==> config.mk <==
export PLATFORM = sky130hd
export DESIGN_NAME = seq_wave_gen
export DESIGN_NICKNAME = d
export VERILOG_FILES = /design/src/verilog/seq_wave_pkg.sv /design/src/verilog/seq_wave_gen.sv
export SDC_FILE = /design/constraint.sdc
export NUM_CORES = 1
export LEC_CHECK = 0
export ABC_AREA = 1
export BUFFER_PORTS_ARGS = -buffer_cell sky130_fd_sc_hd__buf_2
export CORE_MARGIN = 2
export CORE_UTILIZATION = 54
export CTS_CLUSTER_SIZE = 25
export DETAILED_ROUTE_END_ITERATION = 10
export PLACE_DENSITY = 0.75
export SLEW_MARGIN = 30
export SYNTH_ARGS = -nofsm -noshare
export SYNTH_HDL_FRONTEND = slang
export SYNTH_SLANG_ARGS = --single-unit
==> constraint.sdc <==
create_clock -name CLK -period 3.8 [get_ports CLK]
set_input_delay 0.38 -clock CLK [delete_from_list [all_inputs] [get_ports CLK]]
set_output_delay 0.38 -clock CLK [all_outputs]
set_load 0.01 [all_outputs]
==> src/verilog/seq_wave_pkg.sv <==
// Notes on behaviour
// - synchronous four bit counter, configured code sequence
// - counter advances only while count enable high
// - no load; asynchronous clear at any time
// - all four counter bits visible as outputs
// - plain binary and reflected gray sixteen-state sequences
// - gray mode changes one bit per step
// - ten-state excess-three plain and reflected sequences
// - terminal count ANDed with enable feeds next digit
// - synchronous waveform pattern, length up to 32
// - waveform enable low freezes state and output
// - asynchronous clear restarts waveform from the beginning
// - five shift flip-flops with five-input feedback function
// - every state value leads into the cycle
// - second function is programmable per-state output table
// - output registered in sixth flop, one clock late
// - modulus 28 test pattern must be expressible
// - modulus 19 test pattern must be expressible
//
package seq_wave_pkg;

	// ********************************
	// sequence selection
	// ********************************
	typedef enum logic [1:0] {
		SEQ_BINARY                 = 2'h0,
		SEQ_GRAY                   = 2'h1,
		SEQ_EXCESS_THREE_PLAIN     = 2'h2,
		SEQ_EXCESS_THREE_REFLECTED = 2'h3
	} seq_mode_type;

	localparam logic [3:0]  LAST_FULL      = 4'hf;
	localparam logic [3:0]  LAST_DECADE    = 4'h9;
	localparam logic [3:0]  X3_OFFSET      = 4'h3;
	// reflected excess-three codes, index 0 in the low nibble
	localparam logic [39:0] X3_REFL_TBL    = 40'ha_e_f_d_c_4_5_7_6_2;
	localparam logic [4:0]  WAVE_START     = 5'h00;

	// ********************************
	// register map
	// ********************************
	localparam int          ADDR_W         = 4;
	localparam int          DATA_W         = 32;
	localparam logic [3:0]  ADDR_CNT_CTRL  = 4'h0;
	localparam logic [3:0]  ADDR_CNT_TC    = 4'h1;
	localparam logic [3:0]  ADDR_WAVE_LAST = 4'h2;
	localparam logic [3:0]  ADDR_WAVE_TBL  = 4'h3;
	localparam logic [3:0]  ADDR_STATUS    = 4'h4;
	localparam int          CTRL_DOWN_BIT  = 2;
	localparam int          STAT_SLOT_LSB  = 16;
	localparam int          STAT_WAVE_BIT  = 24;
	localparam seq_mode_type MODE_RST      = SEQ_BINARY;
	localparam logic [3:0]  TC_RST         = 4'hf;
	localparam logic [4:0]  WAVE_LAST_RST  = 5'h1f;
	localparam logic [31:0] WAVE_TBL_RST   = 32'h0000_0000;

	typedef struct packed {
		seq_mode_type mode;
		logic         down;
		logic [3:0]   tc1;
		logic [3:0]   tc0;
		logic [4:0]   last;
		logic [31:0]  table_bits;
	} cfg_type;

	// code of position idx in the chosen sequence
	function automatic logic [3:0] seq_code(input seq_mode_type m, input logic [3:0] idx);
		case (m)
			SEQ_BINARY:             seq_code = idx;
			SEQ_GRAY:               seq_code = idx ^ (idx >> 1);
			SEQ_EXCESS_THREE_PLAIN: seq_code = idx + X3_OFFSET;
			default:                seq_code = X3_REFL_TBL[{idx, 2'b00} +: 4];
		endcase
	endfunction

	function automatic logic [3:0] seq_last(input seq_mode_type m);
		seq_last = (m == SEQ_BINARY || m == SEQ_GRAY) ? LAST_FULL : LAST_DECADE;
	endfunction

	// de Bruijn feedback: maximal shift register extended by the all-zero state
	function automatic logic wave_fb(input logic [4:0] s);
		wave_fb = s[4] ^ s[2] ^ (s[3:0] == 4'h0);
	endfunction

endpackage

==> src/verilog/seq_wave_gen.sv <==
`timescale 1ns/10ps
`default_nettype none

// ********************************
// one counter digit
// ********************************
module seq_digit (
	input  wire logic                       clk,       // system clock
	input  wire logic                       clr_rst_b, // reset or clear, low
	input  wire logic                       en_in,     // incoming count enable
	input  wire seq_wave_pkg::seq_mode_type mode,      // code sequence
	input  wire logic                       down,      // count direction
	input  wire logic [3:0]                 tc,        // terminal count code
	output logic [3:0]                      code_q,    // visible digit
	output logic                            en_out     // enable to next digit
);
	import seq_wave_pkg::*;

	logic [3:0] code_d;
	logic [3:0] idx;
	logic [3:0] last;
	logic       found;

	// next code: locate position, step, map back
	always_comb begin
		last  = seq_last(mode);
		idx   = 4'h0;
		found = 1'b0;
		for (int i = 0; i < 16; i++) begin
			if (4'(i) <= last && seq_code(mode, 4'(i)) == code_q) begin
				idx   = 4'(i);
				found = 1'b1;
			end
		end
		code_d = code_q;
		if (en_in) begin
			if (!found) begin
				// codes outside a ten-state sequence fall into its start
				code_d = seq_code(mode, 4'h0);
			end else if (down) begin
				code_d = seq_code(mode, (idx == 4'h0) ? last : idx - 4'h1);
			end else begin
				code_d = seq_code(mode, (idx == last) ? 4'h0 : idx + 4'h1);
			end
		end
	end

	// clear needs no clock edge
	always_ff @(posedge clk or negedge clr_rst_b) begin
		if (!clr_rst_b) begin
			code_q <= 4'h0;
		end else begin
			code_q <= code_d;
		end
	end

	assign en_out = en_in & (code_q == tc);

	// ********************************
	// digit checks
	// ********************************

	// an edge that still sees clear low is no step, so the step antecedents want clear high; hold_when_idle_a and digit_clear_a do not
	hold_when_idle_a : assert property (@(posedge clk) disable iff (!clr_rst_b)
		!en_in |=> $stable(code_q))
		else $error("digit changed while enable low");

	gray_one_bit_a : assert property (@(posedge clk) disable iff (!clr_rst_b)
		(clr_rst_b && en_in && $stable(mode)
		&& (mode == SEQ_GRAY || mode == SEQ_EXCESS_THREE_REFLECTED))
		|=> $countones(code_q ^ $past(code_q)) == 1)
		else $error("gray step changed other than one bit");

	binary_step_a : assert property (@(posedge clk) disable iff (!clr_rst_b)
		(clr_rst_b && en_in && !down && mode == SEQ_BINARY)
		|=> code_q == $past(code_q) + 4'h1)
		else $error("binary step wrong");

	x3_range_a : assert property (@(posedge clk) disable iff (!clr_rst_b)
		(clr_rst_b && en_in && mode == SEQ_EXCESS_THREE_PLAIN && $stable(mode))
		|=> code_q >= 4'h3 && code_q <= 4'hc)
		else $error("excess-three code out of range");

	binary_wrap_a : assert property (@(posedge clk) disable iff (!clr_rst_b)
		(clr_rst_b && en_in && !down && mode == SEQ_BINARY && code_q == 4'hf)
		|=> code_q == 4'h0)
		else $error("binary count did not wrap to zero");

	down_step_a : assert property (@(posedge clk) disable iff (!clr_rst_b)
		(clr_rst_b && en_in && down && mode == SEQ_BINARY)
		|=> code_q == $past(code_q) - 4'h1)
		else $error("binary down step wrong");

	gray_start_a : assert property (@(posedge clk) disable iff (!clr_rst_b)
		(clr_rst_b && en_in && !down && mode == SEQ_GRAY && code_q == 4'h0)
		|=> code_q == 4'h1)
		else $error("gray count left start wrongly");

	gray_wrap_a : assert property (@(posedge clk) disable iff (!clr_rst_b)
		(clr_rst_b && en_in && !down && mode == SEQ_GRAY && code_q == 4'h8)
		|=> code_q == 4'h0)
		else $error("gray count did not wrap to start");

	x3_wrap_a : assert property (@(posedge clk) disable iff (!clr_rst_b)
		(clr_rst_b && en_in && !down && mode == SEQ_EXCESS_THREE_PLAIN && code_q == 4'hc)
		|=> code_q == 4'h3)
		else $error("excess-three count did not wrap");

	x3_refl_start_a : assert property (@(posedge clk) disable iff (!clr_rst_b)
		(clr_rst_b && en_in && mode == SEQ_EXCESS_THREE_REFLECTED && code_q == 4'h0)
		|=> code_q == 4'h2)
		else $error("reflected excess-three did not enter start");

	x3_refl_wrap_a : assert property (@(posedge clk) disable iff (!clr_rst_b)
		(clr_rst_b && en_in && !down && mode == SEQ_EXCESS_THREE_REFLECTED && code_q == 4'ha)
		|=> code_q == 4'h2)
		else $error("reflected excess-three did not wrap");

	digit_clear_a : assert property (@(posedge clk)
		(!clr_rst_b && !$past(clr_rst_b))
		|-> code_q == 4'h0)
		else $error("digit not zero during clear");

endmodule // seq_digit

// ********************************
// top: two digits and waveform generator
// ********************************
module seq_wave_gen (
	input  wire logic                       CLK,        // 200 MHz clock
	input  wire logic                       RST_B,      // async reset, low
	input  wire logic                       CLR_B,      // async clear, low
	input  wire logic                       CNT_EN,     // counter enable
	input  wire logic                       WAVE_EN,    // waveform enable
	input  wire logic [seq_wave_pkg::ADDR_W-1:0] ADDR,  // register address
	input  wire logic [seq_wave_pkg::DATA_W-1:0] WDATA, // write data
	input  wire logic                       WR,         // write strobe
	input  wire logic                       RD,         // read strobe
	output logic [seq_wave_pkg::DATA_W-1:0] RDATA,      // read data, next cycle
	output logic [3:0]                      DIGIT0,     // low digit code
	output logic [3:0]                      DIGIT1,     // high digit code
	output logic                            CARRY,      // cascade enable out
	output logic [4:0]                      LFSR_STATE, // sequence state bits
	output logic                            WAVE_OUT    // registered waveform
);
	import seq_wave_pkg::*;

	logic        clr_rst_b;
	cfg_type     cfg_q;
	cfg_type     cfg_d;
	logic [31:0] rdata_q;
	logic [31:0] rdata_d;
	logic        en1;
	logic [4:0]  lfsr_state_bits_q;
	logic [4:0]  lfsr_state_bits_d;
	logic        waveform_output_reg_q;
	logic        waveform_output_reg_d;
	logic [4:0]  slot;

	// clear acts on counter and sequence state, config survives it
	assign clr_rst_b = RST_B & CLR_B;

	// ********************************
	// counter digits
	// ********************************
	seq_digit u_digit0 (
		.clk       (CLK),
		.clr_rst_b (clr_rst_b),
		.en_in     (CNT_EN),
		.mode      (cfg_q.mode),
		.down      (cfg_q.down),
		.tc        (cfg_q.tc0),
		.code_q    (DIGIT0),
		.en_out    (en1)
	);

	seq_digit u_digit1 (
		.clk       (CLK),
		.clr_rst_b (clr_rst_b),
		.en_in     (en1),
		.mode      (cfg_q.mode),
		.down      (cfg_q.down),
		.tc        (cfg_q.tc1),
		.code_q    (DIGIT1),
		.en_out    (CARRY)
	);

	// ********************************
	// waveform generator
	// ********************************

	// time slot of a state: walk the feedback sequence from the start
	function automatic logic [4:0] slot_of(input logic [4:0] s);
		logic [4:0] p;
		p       = WAVE_START;
		slot_of = 5'h00;
		for (int k = 0; k < 32; k++) begin
			if (p == s) begin
				slot_of = 5'(k);
			end
			p = {p[3:0], wave_fb(p)};
		end
	endfunction

	// feedback plus early return gives the modulus; no state is stranded
	always_comb begin
		slot                  = slot_of(lfsr_state_bits_q);
		lfsr_state_bits_d     = lfsr_state_bits_q;
		waveform_output_reg_d = waveform_output_reg_q;
		if (WAVE_EN) begin
			if (slot >= cfg_q.last) begin
				lfsr_state_bits_d = WAVE_START;
			end else begin
				lfsr_state_bits_d = {lfsr_state_bits_q[3:0], wave_fb(lfsr_state_bits_q)};
			end
			// decode registered so the pin never sees decode glitches
			waveform_output_reg_d = cfg_q.table_bits[slot];
		end
	end

	always_ff @(posedge CLK or negedge clr_rst_b) begin
		if (!clr_rst_b) begin
			lfsr_state_bits_q     <= WAVE_START;
			waveform_output_reg_q <= 1'b0;
		end else begin
			lfsr_state_bits_q     <= lfsr_state_bits_d;
			waveform_output_reg_q <= waveform_output_reg_d;
		end
	end

	assign LFSR_STATE = lfsr_state_bits_q;
	assign WAVE_OUT   = waveform_output_reg_q;

	// ********************************
	// register port
	// ********************************

	// writes to config; status and unmapped addresses ignore writes
	always_comb begin
		cfg_d = cfg_q;
		if (WR) begin
			case (ADDR)
				ADDR_CNT_CTRL: begin
					cfg_d.mode = seq_mode_type'(WDATA[1:0]);
					cfg_d.down = WDATA[CTRL_DOWN_BIT];
				end
				ADDR_CNT_TC: begin
					cfg_d.tc0 = WDATA[3:0];
					cfg_d.tc1 = WDATA[7:4];
				end
				ADDR_WAVE_LAST: cfg_d.last       = WDATA[4:0];
				ADDR_WAVE_TBL:  cfg_d.table_bits = WDATA;
				default:        cfg_d            = cfg_q;
			endcase
		end
	end

	// read data valid only in the cycle after the strobe
	always_comb begin
		rdata_d = 32'h0000_0000;
		if (RD) begin
			case (ADDR)
				ADDR_CNT_CTRL:  rdata_d = {29'h0, cfg_q.down, cfg_q.mode};
				ADDR_CNT_TC:    rdata_d = {24'h0, cfg_q.tc1, cfg_q.tc0};
				ADDR_WAVE_LAST: rdata_d = {27'h0, cfg_q.last};
				ADDR_WAVE_TBL:  rdata_d = cfg_q.table_bits;
				ADDR_STATUS: begin
					rdata_d                           = {16'h0, 3'h0, lfsr_state_bits_q,
						DIGIT1, DIGIT0};
					rdata_d[STAT_SLOT_LSB +: 5]        = slot;
					rdata_d[STAT_WAVE_BIT]             = waveform_output_reg_q;
				end
				default:        rdata_d = 32'h0000_0000;
			endcase
		end
	end

	// config is reset only by the chip reset, not by clear
	always_ff @(posedge CLK or negedge RST_B) begin
		if (!RST_B) begin
			cfg_q.mode       <= MODE_RST;
			cfg_q.down       <= 1'b0;
			cfg_q.tc0        <= TC_RST;
			cfg_q.tc1        <= TC_RST;
			cfg_q.last       <= WAVE_LAST_RST;
			cfg_q.table_bits <= WAVE_TBL_RST;
			rdata_q          <= 32'h0000_0000;
		end else begin
			cfg_q   <= cfg_d;
			rdata_q <= rdata_d;
		end
	end

	assign RDATA = rdata_q;

	// ********************************
	// checks
	// ********************************

	wave_freeze_a : assert property (@(posedge CLK) disable iff (!clr_rst_b)
		!WAVE_EN |=> $stable(lfsr_state_bits_q) && $stable(waveform_output_reg_q))
		else $error("waveform moved while paused");

	wave_lag_a : assert property (@(posedge CLK) disable iff (!clr_rst_b)
		(clr_rst_b && WAVE_EN && $stable(cfg_q.table_bits))
		|=> waveform_output_reg_q == cfg_q.table_bits[slot_of($past(lfsr_state_bits_q))])
		else $error("waveform output not one clock behind decode");

	wave_wrap_a : assert property (@(posedge CLK) disable iff (!clr_rst_b)
		(WAVE_EN && slot >= cfg_q.last) |=> lfsr_state_bits_q == WAVE_START)
		else $error("sequence did not return to start");

	wave_shift_a : assert property (@(posedge CLK) disable iff (!clr_rst_b)
		(clr_rst_b && WAVE_EN && slot < cfg_q.last)
		|=> lfsr_state_bits_q[4:1] == $past(lfsr_state_bits_q[3:0]) && slot == $past(slot) + 5'h01)
		else $error("shift step or slot advance wrong");

	clear_start_a : assert property (@(posedge CLK)
		$rose(clr_rst_b) |-> lfsr_state_bits_q == WAVE_START && slot == 5'h00)
		else $error("clear did not give slot zero");

	carry_and_a : assert property (@(posedge CLK) disable iff (!clr_rst_b)
		CARRY == (CNT_EN && DIGIT0 == cfg_q.tc0 && DIGIT1 == cfg_q.tc1))
		else $error("cascade enable wrong");

	read_once_a : assert property (@(posedge CLK) disable iff (!RST_B)
		(RD && ADDR == ADDR_STATUS) |=> RDATA[7:0] == {$past(DIGIT1), $past(DIGIT0)})
		else $error("status read wrong");

	// cascade: high digit moves exactly on the edges its enable is high
	digit1_hold_a : assert property (@(posedge CLK) disable iff (!clr_rst_b)
		(clr_rst_b && !en1) |=> $stable(DIGIT1))
		else $error("high digit moved without cascade enable");

	digit1_step_a : assert property (@(posedge CLK) disable iff (!clr_rst_b)
		(clr_rst_b && en1) |=> !$stable(DIGIT1))
		else $error("high digit held despite cascade enable");

	wave_clear_a : assert property (@(posedge CLK)
		(!clr_rst_b && !$past(clr_rst_b)) |-> lfsr_state_bits_q == WAVE_START && !waveform_output_reg_q)
		else $error("waveform not at start during clear");

	status_wave_a : assert property (@(posedge CLK) disable iff (!RST_B)
		(RD && ADDR == ADDR_STATUS) |=> RDATA[STAT_WAVE_BIT] == $past(waveform_output_reg_q))
		else $error("status waveform bit wrong");

endmodule // seq_wave_gen

`default_nettype wire

-- After elaboration in Yosys (flattened, before gate mapping)
Index checks and enable logic that the tools add are counted.
- bits in registers: 94
- input bits: 43
- output and inout bits: 47
- logic and storage cells: 294
- add/subtract/negate cells: 8
- $lt $le $gt $ge: 18
- equality and inequality tests: 73
- shift operators: 4
- multiplexer cells: 127
- bitwise logic cells: 9
- reduce and logical (&&, ||, !) cells: 44
- operators with widths (kind ; number):
    one-hot mux 32 bit (5 select lines) ; 1
    variable part select 40 x 7 -> 4 bit (first input constant) ; 4
    two-way mux 5 bit ; 29
    one-hot mux 4 bit (3 select lines) ; 12
    == test 4 bit ; 29
    two-way mux 4 bit ; 24
    == test 5 bit (first input constant) ; 16
    == test 4 x 5 -> 1 bit (first input constant) ; 8
    two-way mux 1 bit ; 36
    one-hot mux 3 bit (3 select lines) ; 4
    less-or-equal comparator 4 bit (first input constant) ; 8
    logical AND 1 bit ; 32
    two-way mux 32 bit ; 1
    two-way mux 3 bit ; 9
    == test 3 x 4 -> 1 bit ; 5
    == test 3 x 5 -> 1 bit (first input constant) ; 4
    adder 4 x 2 -> 4 bit (second input constant) ; 4
    less-or-equal comparator 3 x 4 -> 1 bit (first input constant) ; 4
    logical NOT 4 bit ; 4
    bitwise XOR 4 x 3 -> 4 bit ; 4
    two-way mux 2 bit ; 6
    == test 2 x 5 -> 1 bit (first input constant) ; 2
    adder 4 x 1 -> 4 bit (second input constant) ; 2
    == test 2 x 4 -> 1 bit ; 2
    21 further kinds ; 33

-- Longest topological paths before layout
Gate-level depths: netlist (run 1).
- word-level depth: 34
- depth in mapped cells: 39
- gate-level depth less buffers: 39

-- Cells and area by module
A second synthesis (run 1) with hierarchy kept.
- cell total of the unflattened synthesis: 1152
- area, all modules: 7793.7 um^2
- modules (own cells, without submodules) (module ; times used ; cells an instance ; area each (um^2)):
    seq_wave_gen ; 1 ; 541 ; 4295.4
    seq_digit at u_digit1 ; 1 ; 307 ; 1798.0
    seq_digit at u_digit0 ; 1 ; 304 ; 1700.4

-- Worst setup path before layout (run 1)
Ideal clock, no wire load.
- path type: flip-flop to flip-flop
- from: register, netlist name cfg_q[46]
- to: register u_digit0.code_q[2]
- library setup time: 0.116 ns
- data arrival time: 3.971 ns
- slack: -0.288 ns
- cell stages (with the launch flop): 36
- buffers on the path: 1
- period minus slack after synthesis: 4.088 ns
- path through: dfrtp_1 > inv_1 > ha_1 > buf_6 > xnor2_2 > inv_2 > nor2_1 > nand3_1 > nand2_1 > nand3_1 > nand2_1 > nand2_1 > nand2_1 > nand2_1 > nand2_1 > nand2_2 > nand2_4 > nand2_4 > inv_1 > ha_1 > inv_1 > nor2_1 > nand2_1 > inv_1 > nor2_1 > a21oi_1 > inv_1 > ha_1 > inv_1 > ha_1 > a221oi_1 > nand2_1 > nand3_1 > nand2_1 > nand2_1 > nand2_1
- word-level cells in the longest chain between the ends: 26
- elaborated cells between the ends (all ways): 118
- those cells by class: 4 x add/sub; 16 x order compare; 19 x eq/ne; 2 x shift; 54 x mux; 2 x bitwise; 21 x reduce/logical
- ends and longest elaborated chain (element ; line ; text):
    == test 2 x 1 -> 1 bit / logical NOT 2 bit (equally long branches) ; seq_wave_pkg.sv:68, seq_wave_pkg.sv:77 ;
    logical OR 1 bit / OR reduction 2 bit (equally long branches) ; n/a ;
    two-way mux 3 bit / one-hot mux 3 bit (2 select lines) (equally long branches) ; seq_wave_pkg.sv:77, seq_wave_pkg.sv:68 ;
    less-or-equal comparator 1 x 4 -> 1 bit / == test 4 bit (equally long branches) ; seq_wave_gen.sv:30 ; if (4'(i) <= last && seq_code(mode, 4'(i)) == code_q) begin
    logical AND 1 bit ; seq_wave_gen.sv:30 ;
    two-way mux 1 bit ; seq_wave_gen.sv:30 ;
    two-way mux 2 bit (2 in series) ; seq_wave_gen.sv:30 ;
    two-way mux 3 bit (4 in series) ; seq_wave_gen.sv:30 ;
    two-way mux 4 bit (8 in series) ; seq_wave_gen.sv:30 ;
    adder 4 x 1 -> 4 bit (tied with other cells) ; seq_wave_gen.sv:43 ; code_d = seq_code(mode, (idx == last) ? 4'h0 : idx + 4'h1);
    two-way mux 4 bit (on tied branches) ; seq_wave_gen.sv:43, seq_wave_gen.sv:41 ;
    variable part select 40 x 7 -> 4 bit (tied with other cells) ; seq_wave_pkg.sv:72 ; default: seq_code = X3_REFL_TBL[{idx, 2'b00} +: 4];
    one-hot mux 4 bit (3 select lines) ; seq_wave_pkg.sv:68 ; case (m)
    two-way mux 4 bit ; seq_wave_gen.sv:40 ; end else if (down) begin
    two-way mux 4 bit * ; seq_wave_gen.sv:37 ; if (!found) begin
    to (signal assigned) ; seq_wave_gen.sv:53 ; code_q <= code_d;
    to (decl) ; seq_wave_gen.sv:14 ; output logic [3:0] code_q,
Mark *: on every way between the ends. The rest lies on a longest branch, timed or not. The select of a mux whose other input is x is not followed.
A chain may end at the register's enable or synchronous reset.

-- Worst setup path after layout (run 1)
- from: register, netlist name cfg_q[46]
- to: register u_digit1.code_q[3]
- word-level cells in the longest chain between the ends: 26
- elaborated cells between the ends (all ways): 118
- those cells by class: 4 x add/sub; 16 x order compare; 19 x eq/ne; 2 x shift; 54 x mux; 2 x bitwise; 21 x reduce/logical
- ends and longest elaborated chain (element ; line):
    == test 2 x 1 -> 1 bit / logical NOT 2 bit (equally long branches) ; seq_wave_pkg.sv:68, seq_wave_pkg.sv:77
    logical OR 1 bit / OR reduction 2 bit (equally long branches) ; n/a
    two-way mux 3 bit / one-hot mux 3 bit (2 select lines) (equally long branches) ; seq_wave_pkg.sv:77, seq_wave_pkg.sv:68
    less-or-equal comparator 1 x 4 -> 1 bit / == test 3 x 4 -> 1 bit (equally long branches) ; seq_wave_gen.sv:30
    logical AND 1 bit ; seq_wave_gen.sv:30
    two-way mux 1 bit ; seq_wave_gen.sv:30
    two-way mux 2 bit (2 in series) ; seq_wave_gen.sv:30
    two-way mux 3 bit (4 in series) ; seq_wave_gen.sv:30
    two-way mux 4 bit (8 in series) ; seq_wave_gen.sv:30
    adder 4 x 1 -> 4 bit (tied with other cells) ; seq_wave_gen.sv:43
    two-way mux 4 bit (on tied branches) ; seq_wave_gen.sv:43, seq_wave_gen.sv:41
    variable part select 40 x 7 -> 4 bit (tied with other cells) ; seq_wave_pkg.sv:72
    one-hot mux 4 bit (3 select lines) ; seq_wave_pkg.sv:68
    two-way mux 4 bit ; seq_wave_gen.sv:40
    two-way mux 4 bit * ; seq_wave_gen.sv:37
    to (signal assigned) ; seq_wave_gen.sv:53
    to (decl) ; seq_wave_gen.sv:14
Marks and branches as above.

==> results.md, run 1 <==
- Status: finished, violations left
- Failing checks: negative setup slack
- Clock Sink Count: 94
- CP max-delay cell: dfrtp_2
- # fillers: 1139
- Post-DP HPWL: 15.66 mm
- CP most frequent cell: nand2_1
- Pre-antenna DRT Iters: 6
- Final Hold Slack: 0.1214 ns
- Global-route wire length before repair: 34.02 mm
- RSZ-0062 raised after global routing: yes
- Setup slack after layout: -0.03504 ns
- Avg Inst Size Synth: 7.065 µm²
- Grt ovf: 0
- Syn_nets: 1161
- Seq/Total Area, Yosys: 31.36%
- Post-synth EDFFs: 0
- Synth top area cells: dfrtp_1 (27%), nand2_1 (12%), ha_1 (8.1%)
- Port bufs: 89
- DP Worst Slack: -0.2232 ns
- Ports: 90
- Avg WL per Cell: 15.21 µm
- Max stage delay on crit path: 0.48 ns
- Max-cap check violation count: 0
- Data arrival, critical path: 4.08 ns
- Gr usage total: 28.43%
- Initial antenna violation count: 0
- Die area: 0.01495 mm²
- Final setup vio count: 4
- Clk_skew: 0.01123 ns
- Max Slew Vio Count: 0
- Largest net degree at the start of global routing: 55
- Vias per cell: 5.395
- Slew @ Worst Pin: 0.7181 ns
- Worst setup path category: flop to flop
- Row count: 43
- Root buf cell: clkbuf_16
- Vias in the first global route: 7179
- Clk_lat worst skew: 0.35 ns
- Final ANT Viol Nets: 0
- Area leader, netlist: dfrtp_1
- #FFs+latches synth: 94
- Async S/R FF share, synth: 100.0%
- Critical Path Source Type: flop
- Diode count: 0
- Core area: 0.01377 mm²
- Tcrit/Tclk final: 100.9%
- Starting DRT DRC Count: 570
- Synth-to-layout area growth: 27.52%
- Nets@finish: 1333
- Clk buf depth: 2
- Share of layout cells above drive strength 1: 30.50%
- Via Count: 7693
- Cell count after synthesis: 1069
- Initial Utilization: 54.83%
- Data required, critical path: 4.05 ns
- Yosys warnings: 0
- TritonCTS Buffers: 9
- Top cell type's share of synthesized area: 26.84%
- CTS tree: built
- Minimum clock period after layout: 3.835 ns
- Yosys cell types: 54
- Setup crit end kind: flop
- Routability cong.: 0.9343
- Netlist Area Pre-Place: 0.007552 mm²
- Die width: 122.3 µm
- Fin. Hold Viols: 0
- Reg clk slew, reported paths: 0.08 ns
- Drt drc: 0
- Die Y-Extent: 122.3 µm
- Most used DFF post-synth: dfrtp_1
- Total area of sequential cells: 0.002372 mm²
- Fmax: 260.8 MHz
- Rel. slew slack: 51.76%
- Detailed Route WL: 21.70 mm
- Crit path max fanout: 5
- H-tree levels: 3
- HP Class: input pin to async pin
- Area of the multi-input gates: 0.004787 mm²
[per-stage QoR]
stage	cell area [µm²]	utilization, %	setup TNS (ns)	cells
after floorplan	7559	-	-0.1050	1069
after global placement	8686	63.06	-0.3252	1386
after detailed placement	8686	63.06	-0.8767	1386
after CTS	9165	66.54	0	1407
after global routing	9630	69.92	-1.985	1426
final	9630	69.92	-0.1077	1426
[cells in the final DEF, fill, tap and decap left out, types with 6 or more instances in the layout]
master	count
nand2_4	10
ha_4	15
xor2_1	9
o21ai_0	53
ha_1	32
buf_2	88
dfstp_2	13
nor3_1	13
nor2_1	101
a21oi_2	6
nand2_2	25
clkbuf_16	9
a21oi_1	53
o211ai_1	16
nand3_2	8
nand2_1	238
o21ai_1	15
buf_4	104
dfrtp_1	78
o22ai_1	7
mux2_2	10
inv_1	130
nor2_4	7
inv_4	8
nand3_1	66
nand4_1	20
inv_2	23
[kinds of logic (layout without fill, tap and decap cells)]
logic type               after synthesis  count (layout)  synth area share (%)
AO/OA/AOI/OAI                        180             180                 13.93
XOR/XNOR                              24              24                 3.529
adder cells (fa/ha/maj)               49              49                 8.118
buffers and inverters                202             379                 10.92
flip-flops                            94              94                 31.36
multiplexers                          11              11                 1.624
AND/OR/NAND/NOR                      509             509                 30.52
[flip-flops by register name, summed over array words and instances, names as in the netlist]
register and flops:
LFSR_STATE 5, u_digit0.code_q 4, RDATA 32, u_digit1.code_q 4
cfg_q 48, WAVE_OUT 1
[area by class of cell]
type	instances	area share [%]
inverter	164	6.652
clock buffer	9	2.339
sequential	94	24.63
multi-input combinational	773	49.71
clock inverter	7	0.7535
timing repair buffer	199	13.58
tap	180	2.339
[worst paths after layout]
path	from	to	slack [ns]	cells after the start
worst max-delay path	cfg_q[46]$_DFFE_PN0P_	u_digit1.code_q[3]$_DFFE_PN0P_	-0.04	31
worst min register to register	cfg_q[0]$_DFFE_PN0P_	cfg_q[0]$_DFFE_PN0P_	0.49	2
worst max register to register	cfg_q[46]$_DFFE_PN0P_	u_digit1.code_q[3]$_DFFE_PN0P_	-0.04	31
min in group CLK	WDATA[17]	cfg_q[17]$_DFFE_PN0P_	0.26	2
worst min-delay path	CLR_B	u_digit1.code_q[2]$_DFFE_PN0P_	0.12	3
max in group asynchronous	RST_B	u_digit0.code_q[1]$_DFFE_PN0P_	2.32	4
[synth_stat cells (3+ instances only)]
cell type,number
a21oi_2,4
nand4_1,20
nand2_2,16
mux2_2,10
nor2_4,3
dfstp_2,13
o21ai_1,11
buf_6,4
inv_1,140
buf_4,4
a21oi_1,57
buf_2,13
clkbuf_1,16
xor2_2,3
nand2_4,8
ha_1,49
xnor2_1,7
nor4_1,5
nor2_2,4
o22ai_1,7
o21ai_2,3
a221oi_1,5
a211oi_1,3
nand2_1,249
xor2_1,11
nand3_1,75
nor3_1,15
o211ai_1,16
nor2_1,105
dfrtp_1,81
inv_2,20
o21ai_0,59
a22oi_1,5
[per-layer routing]
metal / GRT usage, % / wire [µm] / part of all wire, % / vias up
met5: 0 / 0 / 0 / -
met4: 9.052 / 497 / 2.3 / 0
met3: 4.136 / 1342 / 6.2 / 55
met2: 50.42 / 11170 / 51 / 295
met1: 35.62 / 8684 / 40 / 3536
li1: - / - / - / 3807
[critical path: cells and delay by family (launching register included)]
family,cells,cell delay (ns)
adders and majority gates,2,0.39
AOI/OAI and AO/OA,6,0.82
and+or+nand+nor,13,0.91
buffers and inverters,10,1.10
DFF,1,0.48
[timing repair]
action	4_1_cts	5_1_grt
resized for setup	28	74
endpoints found under the setup margin	8	8
pin swaps	7	36
buffers inserted	4	19
endpoints found under the hold margin	17	0
hold buffers	1	0
Power of run 1 is left out: the tool's default activity adds up to more than one toggle a clock period on the data nets, which glitch-free logic cannot reach.
==> run 2, diff against run 1 <==
--- a/config.mk
+++ b/config.mk
@@ -6,7 +6,8 @@
 export NUM_CORES = 1
 export LEC_CHECK = 0
 export ABC_AREA = 1
-export BUFFER_PORTS_ARGS = -buffer_cell sky130_fd_sc_hd__buf_2
+export BUFFER_PORTS_ARGS = -buffer_cell sky130_fd_sc_hd__buf_4
+export CAP_MARGIN = 20
 export CORE_MARGIN = 2
 export CORE_UTILIZATION = 54
 export CTS_CLUSTER_SIZE = 25
==> run 2 against run 1 <==
The flow still finishes with violations (negative setup slack); clock skew shrank 0.00076 ns; global-route usage grew 0.26 points; clock-buffer cell count is the same; non-clock buffer count grew 2; worst hold slack lost 0.097 ns; highest routed layer unchanged; first-iteration DRC count grew 1.9%; design area grew 3.4%; sequential share of layout area shrank 0.80 points; critical path depth grew 3.
==> results.md, run 2 (synthesized netlist as in run 1, its figures left out) <==
- DP Worst Slack: -0.1996 ns
- Crit path buf inv count: 7
- Minimum clock period after layout: 3.887 ns
- Clk_skew: 0.01047 ns
- Clk_lat worst skew: 0.36 ns
- RSZ-0062 raised after global routing: yes
- Die width: 122.3 µm
- Diode count: 0
- Top delay family on crit path: simple AND/OR/NAND/NOR gates
- Largest register FFs: 48
- Final ANT Viol Nets: 0
- Synth-to-layout area growth: 31.81%
- Total area of sequential cells: 0.002372 mm²
- Gr usage total: 28.69%
- Most frequent cells in the layout: nand2_1 (240), buf_4 (192), inv_1 (128)
- Global-route wire length before repair: 34.09 mm
- HP Class: input pin to async pin
- Initial antenna violation count: 0
- Die Y-Extent: 122.3 µm
- Crit path max fanout: 5
- RR Startpoint: cfg_q[46]$_DFFE_PN0P_
- Share of layout cells above drive strength 1: 31.65%
- Max Slew Vio Count: 0
- Initial Utilization: 54.83%
- Avg WL per Cell: 15.63 µm
- Fmax: 257.2 MHz
- Max-cap check violation count: 0
- Root buf cell: clkbuf_16
- Post-DP HPWL: 15.80 mm
- Vias per cell: 5.530
- Row count: 43
- Pre-antenna DRT Iters: 7
- Drt drc: 0
- CTS tree: built
- Critical path origin: cfg_q[46]$_DFFE_PN0P_
- Ports: 90
- Tcrit/Tclk final: 102.3%
- Max stage delay on crit path: 0.47 ns
- Data required, critical path: 4.06 ns
- Critical Path Source Type: flop
- Largest net degree at the start of global routing: 55
- CP most frequent cell: nand2_1
- Slew @ Worst Pin: 0.7926 ns
- Detailed Route WL: 22.33 mm
- TritonCTS Buffers: 9
- Clock Sink Count: 94
- Starting DRT DRC Count: 581
- Failing checks: negative setup slack
- Reg clk slew, reported paths: 0.08 ns
- Register-to-register setup slack: -0.09 ns
- H-tree levels: 3
- Area of the multi-input gates: 0.004862 mm²
- Routability cong.: 0.9817
- Core area: 0.01377 mm²
- Rel. slew slack: 46.75%
- Hold_buf cts: 0
- Data arrival, critical path: 4.14 ns
- Largest Register: cfg_q
- Port bufs: 89
- Status: finished, violations left
- Worst setup path category: flop to flop
- Final setup vio count: 5
- Nets@finish: 1335
- Clk buf depth: 2
- CP max-delay cell: dfrtp_2
- Die area: 0.01495 mm²
- Setup slack after layout: -0.08749 ns
- WP depth: 34
- # fillers: 1050
- Reg2Reg Depth: 34
- Setup crit end kind: flop
- Grt ovf: 0
- Commonest non-fill, non-tap cell in the layout: nand2_1
- Vias in the first global route: 7226
- Via Count: 7897
- Fin. Hold Viols: 0
run 2: cell type report:
cell class              count  area share [%]
inverters                 164           6.435
clock buffers               9           2.262
clock inverters             7          0.7541
multi-input cells         773           48.84
repair buffers            201           15.61
well taps                 180           2.262
flip-flops and latches     94           23.83
run 2: timing repair:
action	4_1_cts	5_1_grt
pin swaps	1	74
resized for setup	19	100
cloned	0	0
setup buffers	2	26
hold endpoints to repair	0	0
setup endpoints to repair	8	12
run 2: layer usage:
metal	GRT usage (%)	vias up	share of wire, %
li1	-	3802	-
met1	34.69	3663	39
met2	51.32	354	51
met3	4.229	78	6.5
met4	11.21	0	3.3
met5	0	-	0
run 2: path summary, 6_finish.rpt:
check,to
worst max-delay path,u_digit0.code_q[2]$_DFFE_PN0P_
worst min-delay path,RDATA[7]$_DFF_PN0_
worst max register to register,u_digit0.code_q[2]$_DFFE_PN0P_
worst min register to register,cfg_q[0]$_DFFE_PN0P_
max in group asynchronous,u_digit0.code_q[0]$_DFFE_PN0P_
min in group CLK,cfg_q[20]$_DFFE_PN0P_
run 2: through the flow:
stage / hold slack, ns / util, % / area [µm²] / setup TNS, ns / instances
finish: 0.02433 / 72.27 / 9955 / -0.2693 / 1428
global route: 0.07680 / 72.27 / 9955 / -2.045 / 1428
CTS: 0.04714 / 67.40 / 9283 / 0 / 1402
detailed placement: 0.4281 / 64.55 / 8891 / -0.7837 / 1384
global placement: 0.4195 / 64.55 / 8891 / -0.1891 / 1384
floorplan: 0.08441 / - / 7559 / -0.1050 / 1069
Power of run 2 is left out for the same reason.
